$ cat src/gpe_port_map.vh
// Constants for the eight-pin port with external interrupt
`ifndef GPE_PORT_MAP_VH
`define GPE_PORT_MAP_VH
`define GPE_PINS 8
`define GPE_VECTORS 2
`define GPE_DIR_RESET 8'h00
`define GPE_DATA_RESET 8'h00
`define GPE_OPT_RESET 8'h00
`define GPE_SENSE_RESET 2'h0
`define GPE_COMB_RESET 1'h1
`define GPE_SENSE_FALL 1'h0
`define GPE_SENSE_RISE 1'h1
`define GPE_VEC0_MASK 8'h0F
`define GPE_VEC1_MASK 8'hF0
`endif

$ cat src/gpe_port.v
// Eight-pin bidirectional port with per-vector external interrupt edge detection
`timescale 1ns/1ps
`include "gpe_port_map.vh"

module gpe_port
(
  // Clock and reset
  input wire sysClk,
  input wire resetn,
  input wire clkEn,
  // Register writes from the CPU
  input wire dirWrite,
  input wire [7:0] dirWdata,
  input wire dataWrite,
  input wire [7:0] dataWdata,
  input wire optWrite,
  input wire [7:0] optWdata,
  input wire senseWrite,
  input wire [1:0] senseWdata,
  // CPU status
  input wire irqMaskBit,
  input wire [1:0] vectorFetch,
  input wire lowPowerMode,
  // Alternate functions
  input wire [7:0] altOutEn,
  input wire [7:0] altOutValue,
  output reg [7:0] altInValue,
  // Pins
  input wire [7:0] pinIn,
  output reg [7:0] pinOut,
  output reg [7:0] pinOe,
  output reg [7:0] pinPullUp,
  // Register readback and interrupt
  output reg [7:0] pinDirectionBit,
  output reg [7:0] pinOptionBit,
  output reg [1:0] extIrqSenseCtrl,
  output reg [7:0] portDataRead,
  output reg [1:0] irqPending,
  output reg [1:0] irqRequest,
  output reg wakeUp
);

  // ---------------------------------------------------------------
  // Latches and synchroniser
  // ---------------------------------------------------------------
  reg [7:0] portDataLatchReg;
  reg [7:0] pinMeta;
  reg [7:0] pinSync;
  wire [7:0] irqPinEn;
  wire [7:0] detIn;
  wire [1:0] edgeHit;
  wire [1:0] senseClr;
  wire [7:0] altForce;
  reg [1:0] next_pending;
  reg [7:0] next_oe;
  reg [7:0] next_out;
  reg [7:0] next_read;
  integer i;

  always @(posedge sysClk or negedge resetn)
  begin
    if (!resetn)
    begin
      pinMeta <= 8'h00;
      pinSync <= 8'h00;
    end
    else if (clkEn)
    begin
      pinMeta <= pinIn;
      pinSync <= pinMeta;
    end
  end

  // ---------------------------------------------------------------
  // Configuration registers
  // ---------------------------------------------------------------
  always @(posedge sysClk or negedge resetn)
  begin
    if (!resetn)
    begin
      pinDirectionBit <= `GPE_DIR_RESET;
    end
    else if (clkEn && dirWrite)
    begin
      pinDirectionBit <= dirWdata;
    end
  end

  // Written in any mode; an input pin never sees the latch
  always @(posedge sysClk or negedge resetn)
  begin
    if (!resetn)
    begin
      portDataLatchReg <= `GPE_DATA_RESET;
    end
    else if (clkEn && dataWrite)
    begin
      portDataLatchReg <= dataWdata;
    end
  end

  always @(posedge sysClk or negedge resetn)
  begin
    if (!resetn)
    begin
      pinOptionBit <= `GPE_OPT_RESET;
    end
    else if (clkEn && optWrite)
    begin
      pinOptionBit <= optWdata;
    end
  end

  always @(posedge sysClk or negedge resetn)
  begin
    if (!resetn)
    begin
      extIrqSenseCtrl <= `GPE_SENSE_RESET;
    end
    else if (clkEn && senseWrite)
    begin
      extIrqSenseCtrl <= senseWdata;
    end
  end

  // ---------------------------------------------------------------
  // Interrupt detection
  // ---------------------------------------------------------------
  // Pins 0-3 share vector 0, pins 4-7 vector 1
  assign irqPinEn = ~pinDirectionBit & pinOptionBit;
  assign detIn = pinSync | ~irqPinEn;
  // Sensitivity changes are not edges: a write that changes a vector's sense clears its pending flag
  assign senseClr = senseWrite ? (senseWdata ^ extIrqSenseCtrl) : 2'h0;

  // ---------------------------------------------------------------
  // Vector edge detectors
  // ---------------------------------------------------------------
  // One detector per vector, each gating only its own pin group
  gpe_vec_det
  #(
    .GROUP(`GPE_VEC0_MASK)
  )
  u_gpe_vec_det0
  (
    .sysClk(sysClk),
    .resetn(resetn),
    .clkEn(clkEn),
    .detIn(detIn),
    .senseRise(extIrqSenseCtrl[0]),
    .edgeHit(edgeHit[0])
  );

  gpe_vec_det
  #(
    .GROUP(`GPE_VEC1_MASK)
  )
  u_gpe_vec_det1
  (
    .sysClk(sysClk),
    .resetn(resetn),
    .clkEn(clkEn),
    .detIn(detIn),
    .senseRise(extIrqSenseCtrl[1]),
    .edgeHit(edgeHit[1])
  );

  always @*
  begin
    // A new edge wins over a fetch clear so no event is lost
    next_pending = (irqPending & ~vectorFetch & ~senseClr) | edgeHit;
  end

  always @(posedge sysClk or negedge resetn)
  begin
    if (!resetn)
    begin
      irqPending <= 2'h0;
      irqRequest <= 2'h0;
    end
    else if (clkEn)
    begin
      irqPending <= next_pending;
      irqRequest <= irqMaskBit ? 2'h0 : next_pending;
    end
  end

  // Wake-up follows the same pending term so it never lags the request
  always @(posedge sysClk or negedge resetn)
  begin
    if (!resetn)
    begin
      wakeUp <= 1'b0;
    end
    else if (clkEn)
    begin
      wakeUp <= lowPowerMode & ~irqMaskBit & (|next_pending);
    end
  end

  // ---------------------------------------------------------------
  // Pin drive, readback and alternate functions
  // ---------------------------------------------------------------
  assign altForce = altOutEn;

  always @*
  begin
    next_oe = 8'h00;
    next_out = 8'h00;
    next_read = 8'h00;
    for (i = 0; i < `GPE_PINS; i = i + 1)
    begin
      if (altForce[i])
      begin
        next_oe[i] = 1'b1;
        next_out[i] = altOutValue[i];
      end
      else if (pinDirectionBit[i])
      begin
        // Open drain enables the driver only for a low level
        next_oe[i] = pinOptionBit[i] | ~portDataLatchReg[i];
        next_out[i] = portDataLatchReg[i];
      end
      if (pinDirectionBit[i])
        next_read[i] = portDataLatchReg[i];
      else if (altOutEn[i])
        next_read[i] = altOutValue[i];
      else
        next_read[i] = pinSync[i];
    end
  end

  // Port state is never touched by low power entry
  always @(posedge sysClk or negedge resetn)
  begin
    if (!resetn)
    begin
      pinOut <= 8'h00;
      pinOe <= 8'h00;
      pinPullUp <= 8'h00;
      portDataRead <= 8'h00;
      altInValue <= 8'h00;
    end
    else if (clkEn)
    begin
      pinOut <= next_out;
      pinOe <= next_oe;
      pinPullUp <= ~pinDirectionBit & pinOptionBit & ~altOutEn;
      portDataRead <= next_read;
      altInValue <= (pinDirectionBit & portDataLatchReg) | (~pinDirectionBit & pinSync);
    end
  end

endmodule

// Combining gate and edge detector for one interrupt vector
module gpe_vec_det
#(
  parameter [7:0] GROUP = 8'hFF
)
(
  // Clock and reset
  input wire sysClk,
  input wire resetn,
  input wire clkEn,
  // Gated pin levels, disabled pins already forced high
  input wire [7:0] detIn,
  // Sensitivity, high for rising
  input wire senseRise,
  // Edge seen this cycle
  output wire edgeHit
);

  // ---------------------------------------------------------------
  // Combining gate and edge detector
  // ---------------------------------------------------------------
  wire comb;
  reg combPrev;

  // One low pin of the group holds the combined level low
  assign comb = &(detIn | ~GROUP);
  assign edgeHit = senseRise ? (comb & ~combPrev) : (~comb & combPrev);

  always @(posedge sysClk or negedge resetn)
  begin
    if (!resetn)
    begin
      // Idle level of the gate is high, so leaving reset makes no edge
      combPrev <= `GPE_COMB_RESET;
    end
    else if (clkEn)
    begin
      combPrev <= comb;
    end
  end

endmodule

$ cat config.mk
export PLATFORM = sky130hd
export DESIGN_NAME = gpe_port
export DESIGN_NICKNAME = d
export VERILOG_FILES = /design/src/gpe_port.v
export VERILOG_INCLUDE_DIRS = /design/src
export SDC_FILE = /design/constraint.sdc
export NUM_CORES = 1
export LEC_CHECK = 0
export BUFFER_PORTS_ARGS = -buffer_cell sky130_fd_sc_hd__buf_2
export CAP_MARGIN = 10
export CORE_ASPECT_RATIO = 1.1
export CORE_MARGIN = 2
export CORE_UTILIZATION = 51
export DETAILED_ROUTE_END_ITERATION = 8
export GPL_ROUTABILITY_DRIVEN = 0
export PLACE_DENSITY = 0.8
export SYNTH_ARGS = -nofsm -noshare
export SYNTH_HDL_FRONTEND = slang
export SYNTH_SLANG_ARGS = --single-unit
export TNS_END_PERCENT = 30
$ cat constraint.sdc
create_clock -name sysClk -period 2.1 [get_ports sysClk]
set_input_delay 0.315 -clock sysClk [delete_from_list [all_inputs] [get_ports sysClk]]
set_output_delay 0.315 -clock sysClk [all_outputs]
set_load 0.05 [all_outputs]
# --- Word-level counts from Yosys, hierarchy flattened ---
# Index checks and enable logic that the tools add are counted.
classes:
  addsub: 0
  n_mul: 0
  n_div: 0
  magnitude_cmp: 0
  eq_ne: 0
  shifts: 0
  muxes: 52
  bitwise: 42
  reduce_logical: 7
ops:
  columns: ["cell", "n"]
  rows:
  - ["two-way mux 1 bit", 50]
  - ["AND 8 bit", 4]
  - ["NOT 8 bit", 3]
  - ["bitwise OR 8 bit", 2]
  - ["NOT 1 bit", 13]
  - ["bitwise OR 1 bit", 8]
  - ["AND reduction 4 bit", 2]
  - ["AND 1 bit", 6]
  - ["AND 2 bit", 2]
  - ["logical AND 1 bit", 4]
  - ["two-way mux 2 bit", 2]
  - ["NOT 2 bit", 2]
  - ["bitwise OR 2 bit", 1]
  - ["OR reduction 2 bit", 1]
  - ["bitwise XOR 2 bit", 1]
totals:
  register_bits: 89
  latch_bits: 0
  ram_bits: 0
  mem_bits_ro: 0
  output_inout_bits: 63
  n_memories: 0

# --- Depth between registers and ports, before layout ---
# Gate-level depths: netlist (run 1).
logic_depth:
  ltp_word: 11
  depth_mapped: 5
  ltp_nobuf: 5

# --- Modules after synthesis ---
# A second synthesis (run 1) with hierarchy kept.
hier_totals:
  hier_cells: 322
  hier_area_um2: 3912.5
modules_own_cells:
  columns: ["mod", "instances", "cells_per_inst", "area_each_um2"]
  rows:
  - ["gpe_port", 1, 308, 3772.4]
  - ["gpe_vec_det", 2, 7, 70.1]

# --- Least setup slack after synthesis (run 1) ---
# OpenSTA, ideal clock, no wires.
synth_path:
  kind: "flip-flop to flip-flop"
  start: "register pinDirectionBit[1]"
  end: "register wakeUp"
  setup_ps: 101
  arrival_ps: 1882
  required_ps: 1999
  path_slack_ps: 118
  stages_incl_launch_ff: 6
  n_path_buf: 0
  period_less_slack_ps: 1982
  cell_sequence: "dfrtp_1 -> nor3b_1 -> or4_4 -> o221ai_1 -> o31ai_1 -> o32ai_1"
synth_between:
  elab_chain_len: 11
  word_cells_on_any_way: 12
synth_lines:
  columns: ["element", "line", "text"]
  rows:
  - ["start, declared", "gpe_port.v:34", "output reg [7:0] pinDirectionBit,"]
  - ["start signal, assigned", "gpe_port.v:81", "pinDirectionBit <= `GPE_DIR_RESET;"]
  - ["start signal, assigned", "gpe_port.v:85", "pinDirectionBit <= dirWdata;"]
  - ["NOT 8 bit *", "gpe_port.v:130", "assign irqPinEn = ~pinDirectionBit & pinOptionBit;"]
  - ["AND 8 bit *", "gpe_port.v:130", null]
  - ["NOT 8 bit *", "gpe_port.v:131", "assign detIn = pinSync | ~irqPinEn;"]
  - ["bitwise OR 8 bit *", "gpe_port.v:131", null]
  - ["AND reduction 4 bit *", "gpe_port.v:280", "assign comb = &(detIn | ~GROUP);"]
  - ["NOT 1 bit", "gpe_port.v:281", "assign edgeHit = senseRise ? (comb & ~combPrev) : (~comb & combPrev);"]
  - ["AND 1 bit", "gpe_port.v:281", null]
  - ["two-way mux 1 bit *", "gpe_port.v:281", null]
  - ["bitwise OR 2 bit *", "gpe_port.v:170", "next_pending = (irqPending & ~vectorFetch & ~senseClr) | edgeHit;"]
  - ["OR reduction 2 bit *", "gpe_port.v:196", "wakeUp <= lowPowerMode & ~irqMaskBit & (|next_pending);"]
  - ["AND 1 bit *", "gpe_port.v:196", null]
  - ["end signal, assigned", "gpe_port.v:196", null]
  - ["end, declared", "gpe_port.v:40", "output reg wakeUp"]
# Every way passes the cells marked *; elsewhere a longest branch is shown, timed or not.
# A chain may end at the register's enable or synchronous reset.

# --- Final worst setup path (run 1) ---
layout_path:
  start: "register pinDirectionBit[4]"
  end: "register wakeUp"
# Same word-level chain as after synthesis.

==> reports/summary.txt, run 1 <==
Compound-Gate Fraction of Synth Area - 8.53%
Syn_nets - 381
Detailed placement HPWL - 6100 microns
Input/output buffers - 123
Sequential share of the synthesized area - 58.0%
Post-detailed-route count of antenna-violating nets - 0
CP Launch Type - register
H-tree depth - 3
Die X - 86.8 microns
Post-Synth Adder-Cell Area - 0%
Syn_area_per_cell - 12.0 sq um
Post-Synth Simple-Gate Area - 11.0%
Sink Count - 89
Row count - 33
DRT iter0 DRCs - 151
Worst EP arrival - 2070 ps
Drt wl/cell - 15.6 microns
TritonCTS clock tree - yes
Top-count cell post-synth - dfrtp_1
Fraction of registers with async set/reset - 100%
XOR/XNOR Fraction of Synth Area - 0.456%
Hold WC Path Type - in2reg
Number of flops mapped to enable cells by yosys - 0
Clk buf depth - 2
Top post-synthesis cells by area - dfrtp_1 57%, mux2_2 17%, a21oi_1 4.2%
CP Max Fanout - 8
Mux contribution to synthesized area - 19.9%
Min Clock Period, post-route - 1820 ps
Mapped Cells - 320
I/O pin total - 124
Critical Path End Type - register
Final worst-path cycle share - 86.7%
Share of layout cells above drive strength 1 - 44.8%
Number of global-route vias before repair - 2,642
Dpl cell area - 4570 sq um
Worst Path Class, Setup - reg2reg
Largest family of logic cells by synthesized area - multiplexers
Final TNS setup - 0 ps
Synth Cell Area - 3840 sq um
RSZ-0062 raised after global routing - no
Slew margin rel. - 65.2%
Seq cells post-synth - 89
Drt total wl - 8430 microns
Max frequency - 0.549 GHz
Vias/cell - 5.35
Area leader, netlist - dfrtp_1
GRT overflow - 0
Worst-margin pin slew - 520 ps
NumNets Final - 507
Ys Warns - 0
CTS Buf Count - 9
Clock Pin Slew Worst Setup and Hold Paths - 80 ps
FILL cells - 594
Ys flop type - dfrtp_1
Tot Pwr - 4.94 mW
Synth unique cells - 26
CTS root buffer - clkbuf_8
Hold Violations, Final - 0
CTS resizes - 0
Post-layout util - 64.5%
Maximum VDD drop - 0.521 mV
Area Overhead vs Synth - 24.0%
Drt pass-1 iters - 6
Pwr Density - 1040 nW/um^2
Status - finished clean
Worst setup margin - 279 ps
Clk_skew - 9.43 ps
Worst-Skew Late Latency - 350 ps
Final setup viols - 0
Die area - 8250 sq um
Starting Density - 52.0%
Total of max-cap violations - 0
Worst Path Required - 2350 ps
Post-CTS Setup Inserts - 0
DIE HEIGHT - 95.0 microns
Vias - 2,886
Synth top cells by count - 87 x dfrtp_1, 59 x mux2_2, 32 x a21oi_1, 32 x nor2_1, 18 x nand2b_1
First-pass GRT wire length - 13,000 microns
DRC - 0
Pins Over Slew Limit - 0
Largest net degree at the start of global routing - 61
Leakage - 2.25 nW
Overall routing resource usage - 20.7%
Post-synth top area share - 56.7%
Initial antenna violation count - 1
Area of the core - 7390 sq um
Post-route cell area - 4770 sq um
Pre-CTS setup slack - 314 ps
==> routing by layer <==
metal  global-route usage [%]  wire [microns]
met1                     27.5            3680
met2                     33.1            4090
met3                     3.98             436
met4                     9.64             217
met5                        0               0
==> power breakdown <==
group / switching [mW] / internal [mW]
combinational: 1.12 / 0.492
clock: 0.583 / 0.549
sequential: 0.207 / 2.00
==> critical path: stages (launching register included) <==
cell and delay (ps):
dfrtp_1 480, nor3b_1 120, nor4_1 450, mux2i_1 340, o31ai_1 100, o32ai_1 230
==> path summary, 6_finish.rpt <==
path | from | end | slack, ps | cells after the start
worst min register to register | portDataRead[1]$_DFFE_PN0P_ | portDataRead[1]$_DFFE_PN0P_ | 510 | 1
worst max-delay path | pinDirectionBit[4]$_DFFE_PN0P_ | wakeUp$_DFFE_PN0P_ | 280 | 5
worst max register to register | pinDirectionBit[4]$_DFFE_PN0P_ | wakeUp$_DFFE_PN0P_ | 280 | 5
max in group asynchronous | resetn | u_gpe_vec_det0.combPrev$_DFFE_PN1P_ | 1030 | 3
min in group asynchronous | resetn | pinPullUp[6]$_DFFE_PN0P_ | 450 | 2
worst min-delay path | irqMaskBit | irqRequest[0]$_DFFE_PN0P_ | 160 | 2
==> cell type report <==
cell class / instances / area [sq um] / area share, %
clock inverter: 5 / 56.3 / 1.18
antenna: 1 / 2.50 / 0.0525
multi-input combinational: 212 / 1530 / 32.2
inverter: 7 / 26.3 / 0.551
timing repair buffer: 127 / 678 / 14.2
clock buffer: 11 / 131 / 2.76
tap: 87 / 109 / 2.28
sequential: 89 / 2230 / 46.8
==> flip-flops by register name, summed over array words and instances (netlist names) <==
name                     count
altInValue                   8
pinDirectionBit              8
pinMeta                      8
pinOe                        8
pinOptionBit                 8
pinOut                       8
pinPullUp                    8
pinSync                      8
portDataLatchReg             8
portDataRead                 8
extIrqSenseCtrl              2
irqPending                   2
irqRequest                   2
u_gpe_vec_det0.combPrev      1
u_gpe_vec_det1.combPrev      1
wakeUp                       1
==> cell families (layout without fill, tap and decap cells) <==
group | Yosys count | in the layout
AO/OA/AOI/OAI | 59 | 59
XOR/XNOR | 2 | 2
buffers and inverters | 19 | 150
flip-flops | 89 | 89
multiplexers | 69 | 69
other | 0 | 1
AND/OR/NAND/NOR | 82 | 82
==> cell usage in the layout, fill, tap and decap left out, drive strengths merged, types with 2 or more instances in the layout <==
| cell type | netlist | final |
|---|---|---|
| buf | 8 | 126 |
| clkinv | 0 | 3 |
| inv | 7 | 7 |
| o21ai | 11 | 11 |
| xor2 | 2 | 2 |
| a31oi | 8 | 8 |
| nand2b | 18 | 18 |
| o22ai | 2 | 2 |
| dfrtp | 87 | 87 |
| nand2 | 14 | 14 |
| nor2 | 32 | 32 |
| mux2 | 59 | 59 |
| nor3b | 16 | 16 |
| a21oi | 32 | 32 |
| mux2i | 10 | 10 |
| dfstp | 2 | 2 |
| clkbuf | 4 | 11 |
==> timing repair <==
item	in CTS	in global routing
endpoints found under the setup margin	0	0
hold endpoints to repair	33	0
hold buffers	1	0
==> per-stage QoR <==
stage | hold WS (ps) | std cells
floorplan | 19.4 | 320
global placement | 295 | 521
detailed placement | 298 | 521
CTS | 157 | 538
global route | 162 | 539
finish | 164 | 539
Power figures use the tool's default switching activity.
==> run 2, diff against run 1 <==
RECOVER_POWER = 50   (was not set)
==> run 2 against run 1 <==
Setup slack got worse by 71 ps. Fmax decreased by 3.8%. Final area decreased by 0.63%. Clock skew about the same. Power decreased by 0.13%. Routed wire length increased by 0.11%. Die area unchanged. Highest routed layer unchanged.
==> reports/summary.txt, run 2 (same netlist as run 1, synthesis figures left out) <==
Status - finished clean
Clk buf depth - 2
Pwr Density - 1040 nW/um^2
Placed cell count - 521
Commonest cells after routing, fill and taps aside - 121 x buf_2, 87 x dfrtp_1, 59 x mux2_2
Reg2reg end - wakeUp$_DFFE_PN0P_
Post-layout util - 64.1%
Clk_skew - 9.49 ps
Number of global-route vias before repair - 2,642
Most common cell after layout, fill and taps aside - buf_2
Pins Over Slew Limit - 0
Worst setup margin - 208 ps
WP depth - 4
Max frequency - 0.529 GHz
Critical Path End Type - register
Total of max-cap violations - 0
Worst r2r src - pinDirectionBit[4]$_DFFE_PN0P_
Final worst-path cycle share - 90.1%
Pre-CTS setup slack - 314 ps
Non-filler cells, final - 539
Crit. Startpoint - clkEn
Worst R2R Setup Slack - 270 ps
Post-detailed-route count of antenna-violating nets - 0
Buf+Inv Stages, Crit Path - 2
DRT iter0 DRCs - 150
RSZ-0062 raised after global routing - no
CTS root buffer - clkbuf_8
Worst-margin pin slew - 838 ps
Slew margin rel. - 44.1%
Post-CTS Setup Inserts - 0
Final setup viols - 0
Post-route cell area - 4740 sq um
TritonCTS clock tree - yes
Vias - 2,905
DRC - 0
I/O pin total - 124
Dpl cell area - 4570 sq um
Hold Violations, Final - 0
Min Clock Period, post-route - 1890 ps
Area Overhead vs Synth - 23.2%
Worst Setup EP - extIrqSenseCtrl[1]$_DFFE_PN0P_
CP Launch Type - input pin
Clock Pin Slew Worst Setup and Hold Paths - 80 ps
Final TNS setup - 0 ps
Drt total wl - 8440 microns
Detailed placement HPWL - 6100 microns
NumNets Final - 507
CP max stage delay - 730 ps
Worst r2r path cells - 5
Maximum VDD drop - 0.522 mV
Tot Pwr - 4.94 mW
Worst hold slack - 165 ps
First-pass GRT wire length - 13,000 microns
Leakage - 2.24 nW
Vias/cell - 5.39
CP Max Fanout - 60
Largest net degree at the start of global routing - 61
Starting Density - 52.0%
Die X - 86.8 microns
Overall routing resource usage - 20.7%
Cell with the largest stage delay on the worst path - clkbuf_4
GRT overflow - 0
Worst Path Required - 2340 ps
Critical path cell sequence - clkbuf_2 > clkbuf_4 > nand2_1 > mux2_2
Cell family with most CP delay - buffers and inverters
Share of layout cells above drive strength 1 - 44.8%
CTS Buf Count - 9
Hold WC Path Type - in2reg
Drt pass-1 iters - 4
Worst Path Class, Setup - in2reg
Sink Count - 89
H-tree depth - 3
Input/output buffers - 123
FILL cells - 598
Row count - 33
DIE HEIGHT - 95.0 microns
Worst EP arrival - 2130 ps
Initial antenna violation count - 1
Drt wl/cell - 15.7 microns
Area of the core - 7390 sq um
Die area - 8250 sq um
Worst-Skew Late Latency - 360 ps
## run 2: cell count changes in the layout (fill, tap and decap cells not counted)
cell      previous run  this run
buf_12               2         0
clkbuf_2             0         2
buf_4                3         1
clkbuf_4             0         2
## run 2: final cells by class
class | count | area (sq um) | share of cell area, %
diodes | 1 | 2.50 | 0.0528
clock buffers | 11 | 131 | 2.77
clock inverters | 5 | 56.3 | 1.19
inverters | 7 | 26.3 | 0.555
multi-input cells | 212 | 1530 | 32.4
flip-flops and latches | 89 | 2230 | 47.1
well taps | 87 | 109 | 2.30
repair buffers | 127 | 648 | 13.7
## run 2: worst min path at each step
stage | from | endpoint | slack (ps) | depth (start not counted)
detailed placement | resetn | pinPullUp[6]$_DFFE_PN0P_ | 300 | 1
global route | irqMaskBit | irqRequest[1]$_DFFE_PN0P_ | 160 | 2
global placement | resetn | pinOe[7]$_DFFE_PN0P_ | 300 | 1
finish | irqMaskBit | irqRequest[1]$_DFFE_PN0P_ | 160 | 2
CTS | irqMaskBit | irqRequest[1]$_DFFE_PN0P_ | 160 | 2
floorplan | resetn | altInValue[0]$_DFFE_PN0P_ | 20 | 0
## run 2: per-layer routing
metal	vias to the layer above	track usage [%]	part of all wire (%)	wire length, microns
li1	1386	-	-	-
met1	1403	27.5	44	3690
met2	98	33.1	49	4100
met3	18	3.98	4.8	407
met4	0	9.64	2.8	234
met5	-	0	0	0
## run 2: timing repair
item                                   in CTS  in global routing
hold buffers                                1                  0
resized for setup                           0                  0
endpoints found under the hold margin      33                  0
## run 2: power breakdown
part	internal, mW	switching, mW	leakage (nW)
registers	2.00	0.207	1.05
clock network	0.549	0.584	0.0933
logic	0.485	1.12	1.10
==> run 3, diff against run 2 <==
CORE_MARGIN = 4   (was 2)
==> run 3 against run 2 <==
Register-to-register slack lost 60 ps. Highest routed layer unchanged. Sequential share of layout area is essentially flat. Setup slack gained 6.6 ps. Final area is essentially flat. Clock-buffer cell count shrank 1. Via count shrank 1.1%. Flip-flop and latch count is the same. Fmax grew 0.35%. First-iteration DRC count shrank 31%. Routed wire length grew 1.7%. Power shrank 1.3%. Hold slack gained 12 ps.
==> reports/summary.txt, run 3 (same netlist as run 1, synthesis figures left out) <==
Status - finished clean
Worst Path Required - 2350 ps
Worst R2R Setup Slack - 210 ps
H-tree depth - 3
Area of the core - 7170 sq um
Vias/cell - 5.34
CTS root buffer - clkbuf_8
Total of max-cap violations - 0
Reg2reg end - wakeUp$_DFFE_PN0P_
Post-detailed-route count of antenna-violating nets - 0
Diodes inserted - 0
Worst-margin pin slew - 1200 ps
Commonest cells after routing, fill and taps aside - 121 x buf_2, 87 x dfrtp_1, 59 x mux2_2
Leakage - 2.23 nW
Starting Density - 53.6%
Worst EP arrival - 2130 ps
CP Launch Type - register
I/O pin total - 124
GRT overflow - 0
Worst hold slack - 177 ps
Worst r2r src - pinDirectionBit[1]$_DFFE_PN0P_
Row count - 32
Pins Over Slew Limit - 0
Number of global-route vias before repair - 2,966
RSZ-0062 raised after global routing - no
Initial antenna violation count - 0
DRC - 0
Die area - 8990 sq um
Post-CTS Setup Inserts - 0
CP Max Fanout - 8
Hold WC Path Type - in2reg
TritonCTS clock tree - yes
Final worst-path cycle share - 89.8%
Post-layout util - 66.1%
Clock Pin Slew Worst Setup and Hold Paths - 90 ps
Pwr Density - 1030 nW/um^2
Crit. Startpoint - pinDirectionBit[1]$_DFFE_PN0P_
Vias - 2,873
CTS Buf Count - 9
Share of layout cells above drive strength 1 - 44.4%
DRT iter0 DRCs - 103
Drt total wl - 8580 microns
Worst-Skew Late Latency - 340 ps
Clk buf depth - 2
Slew margin rel. - 19.7%
Maximum VDD drop - 0.508 mV
Overall routing resource usage - 19.8%
Die X - 90.8 microns
Worst Setup EP - wakeUp$_DFFE_PN0P_
NumNets Final - 509
Hold Crit Depth - 2
Most common cell after layout, fill and taps aside - buf_2
Max frequency - 0.530 GHz
Drt wl/cell - 16.0 microns
Worst Path Class, Setup - reg2reg
Area Overhead vs Synth - 23.2%
Final setup viols - 0
DIE HEIGHT - 99.0 microns
Worst r2r path cells - 5
Hold Violations, Final - 0
Largest net degree at the start of global routing - 50
Input/output buffers - 123
Clk_skew - 10.0 ps
Sink Count - 89
Min Clock Period, post-route - 1890 ps
Detailed placement HPWL - 6550 microns
Drt pass-1 iters - 4
First-pass GRT wire length - 14,100 microns
Tot Pwr - 4.87 mW
Critical Path End Type - register
Final TNS setup - 0 ps
-- run 3: layer usage --
layer  part of all wire [%]  GRT usage (%)  wire [microns]  up-vias
li1                       -              -               -     1383
met1                     43           25.3            3680     1388
met4                    1.2           6.12             107        0
met3                    7.1           6.03             609        9
met5                      0              0               0        -
met2                     49           32.6            4190       93
-- run 3: where the power goes --
part           total [mW]  leakage [nW]  switching (mW)  internal, mW
Sequential           2.20          1.05           0.207          2.00
Combinational        1.61          1.09            1.12         0.488
Clock                1.06        0.0887           0.594         0.464
-- run 3: cell type report --
cell class | instances | area [sq um]
Clock buffer | 10 | 138
Clock inverter | 6 | 42.5
Multi-Input combinational cell | 212 | 1530
Tap cell | 85 | 106
Fill cell | 577 | 2430
Timing Repair Buffer | 129 | 659
Inverter | 7 | 26.3
Sequential cell | 89 | 2230
-- run 3: worst max-delay path: stages (launching register included) --
cell and delay, ps:
dfrtp_1 470, nor3b_1 110, or4_4 550, o221ai_1 290
o31ai_1 130, o32ai_1 250
-- run 3: how the worst min path moves through the flow --
stage,start,endpoint,slack (ps)
2_1_floorplan,resetn,altInValue[0]$_DFFE_PN0P_,20
3_3_place_gp,resetn,irqPending[1]$_DFFE_PN0P_,380
3_5_place_dp,resetn,irqPending[1]$_DFFE_PN0P_,370
4_1_cts,irqMaskBit,irqRequest[0]$_DFFE_PN0P_,160
5_1_grt,irqMaskBit,irqRequest[0]$_DFFE_PN0P_,160
6_report,irqMaskBit,irqRequest[0]$_DFFE_PN0P_,180
-- run 3: what timing repair did --
action	4_1_cts	5_1_grt
hold buffers	1	0
hold endpoints to repair	15	0
resized for setup	0	0
endpoints found under the setup margin	0	0
-- run 3: through the flow --
step           instances  area, sq um  worst slack (ps)
3_5_place_dp         521         4560               256
4_1_cts              538         4750               218
5_1_grt              538         4730              99.9
2_1_floorplan        320         3840               118
3_3_place_gp         521         4560               307
6_report             538         4730               215
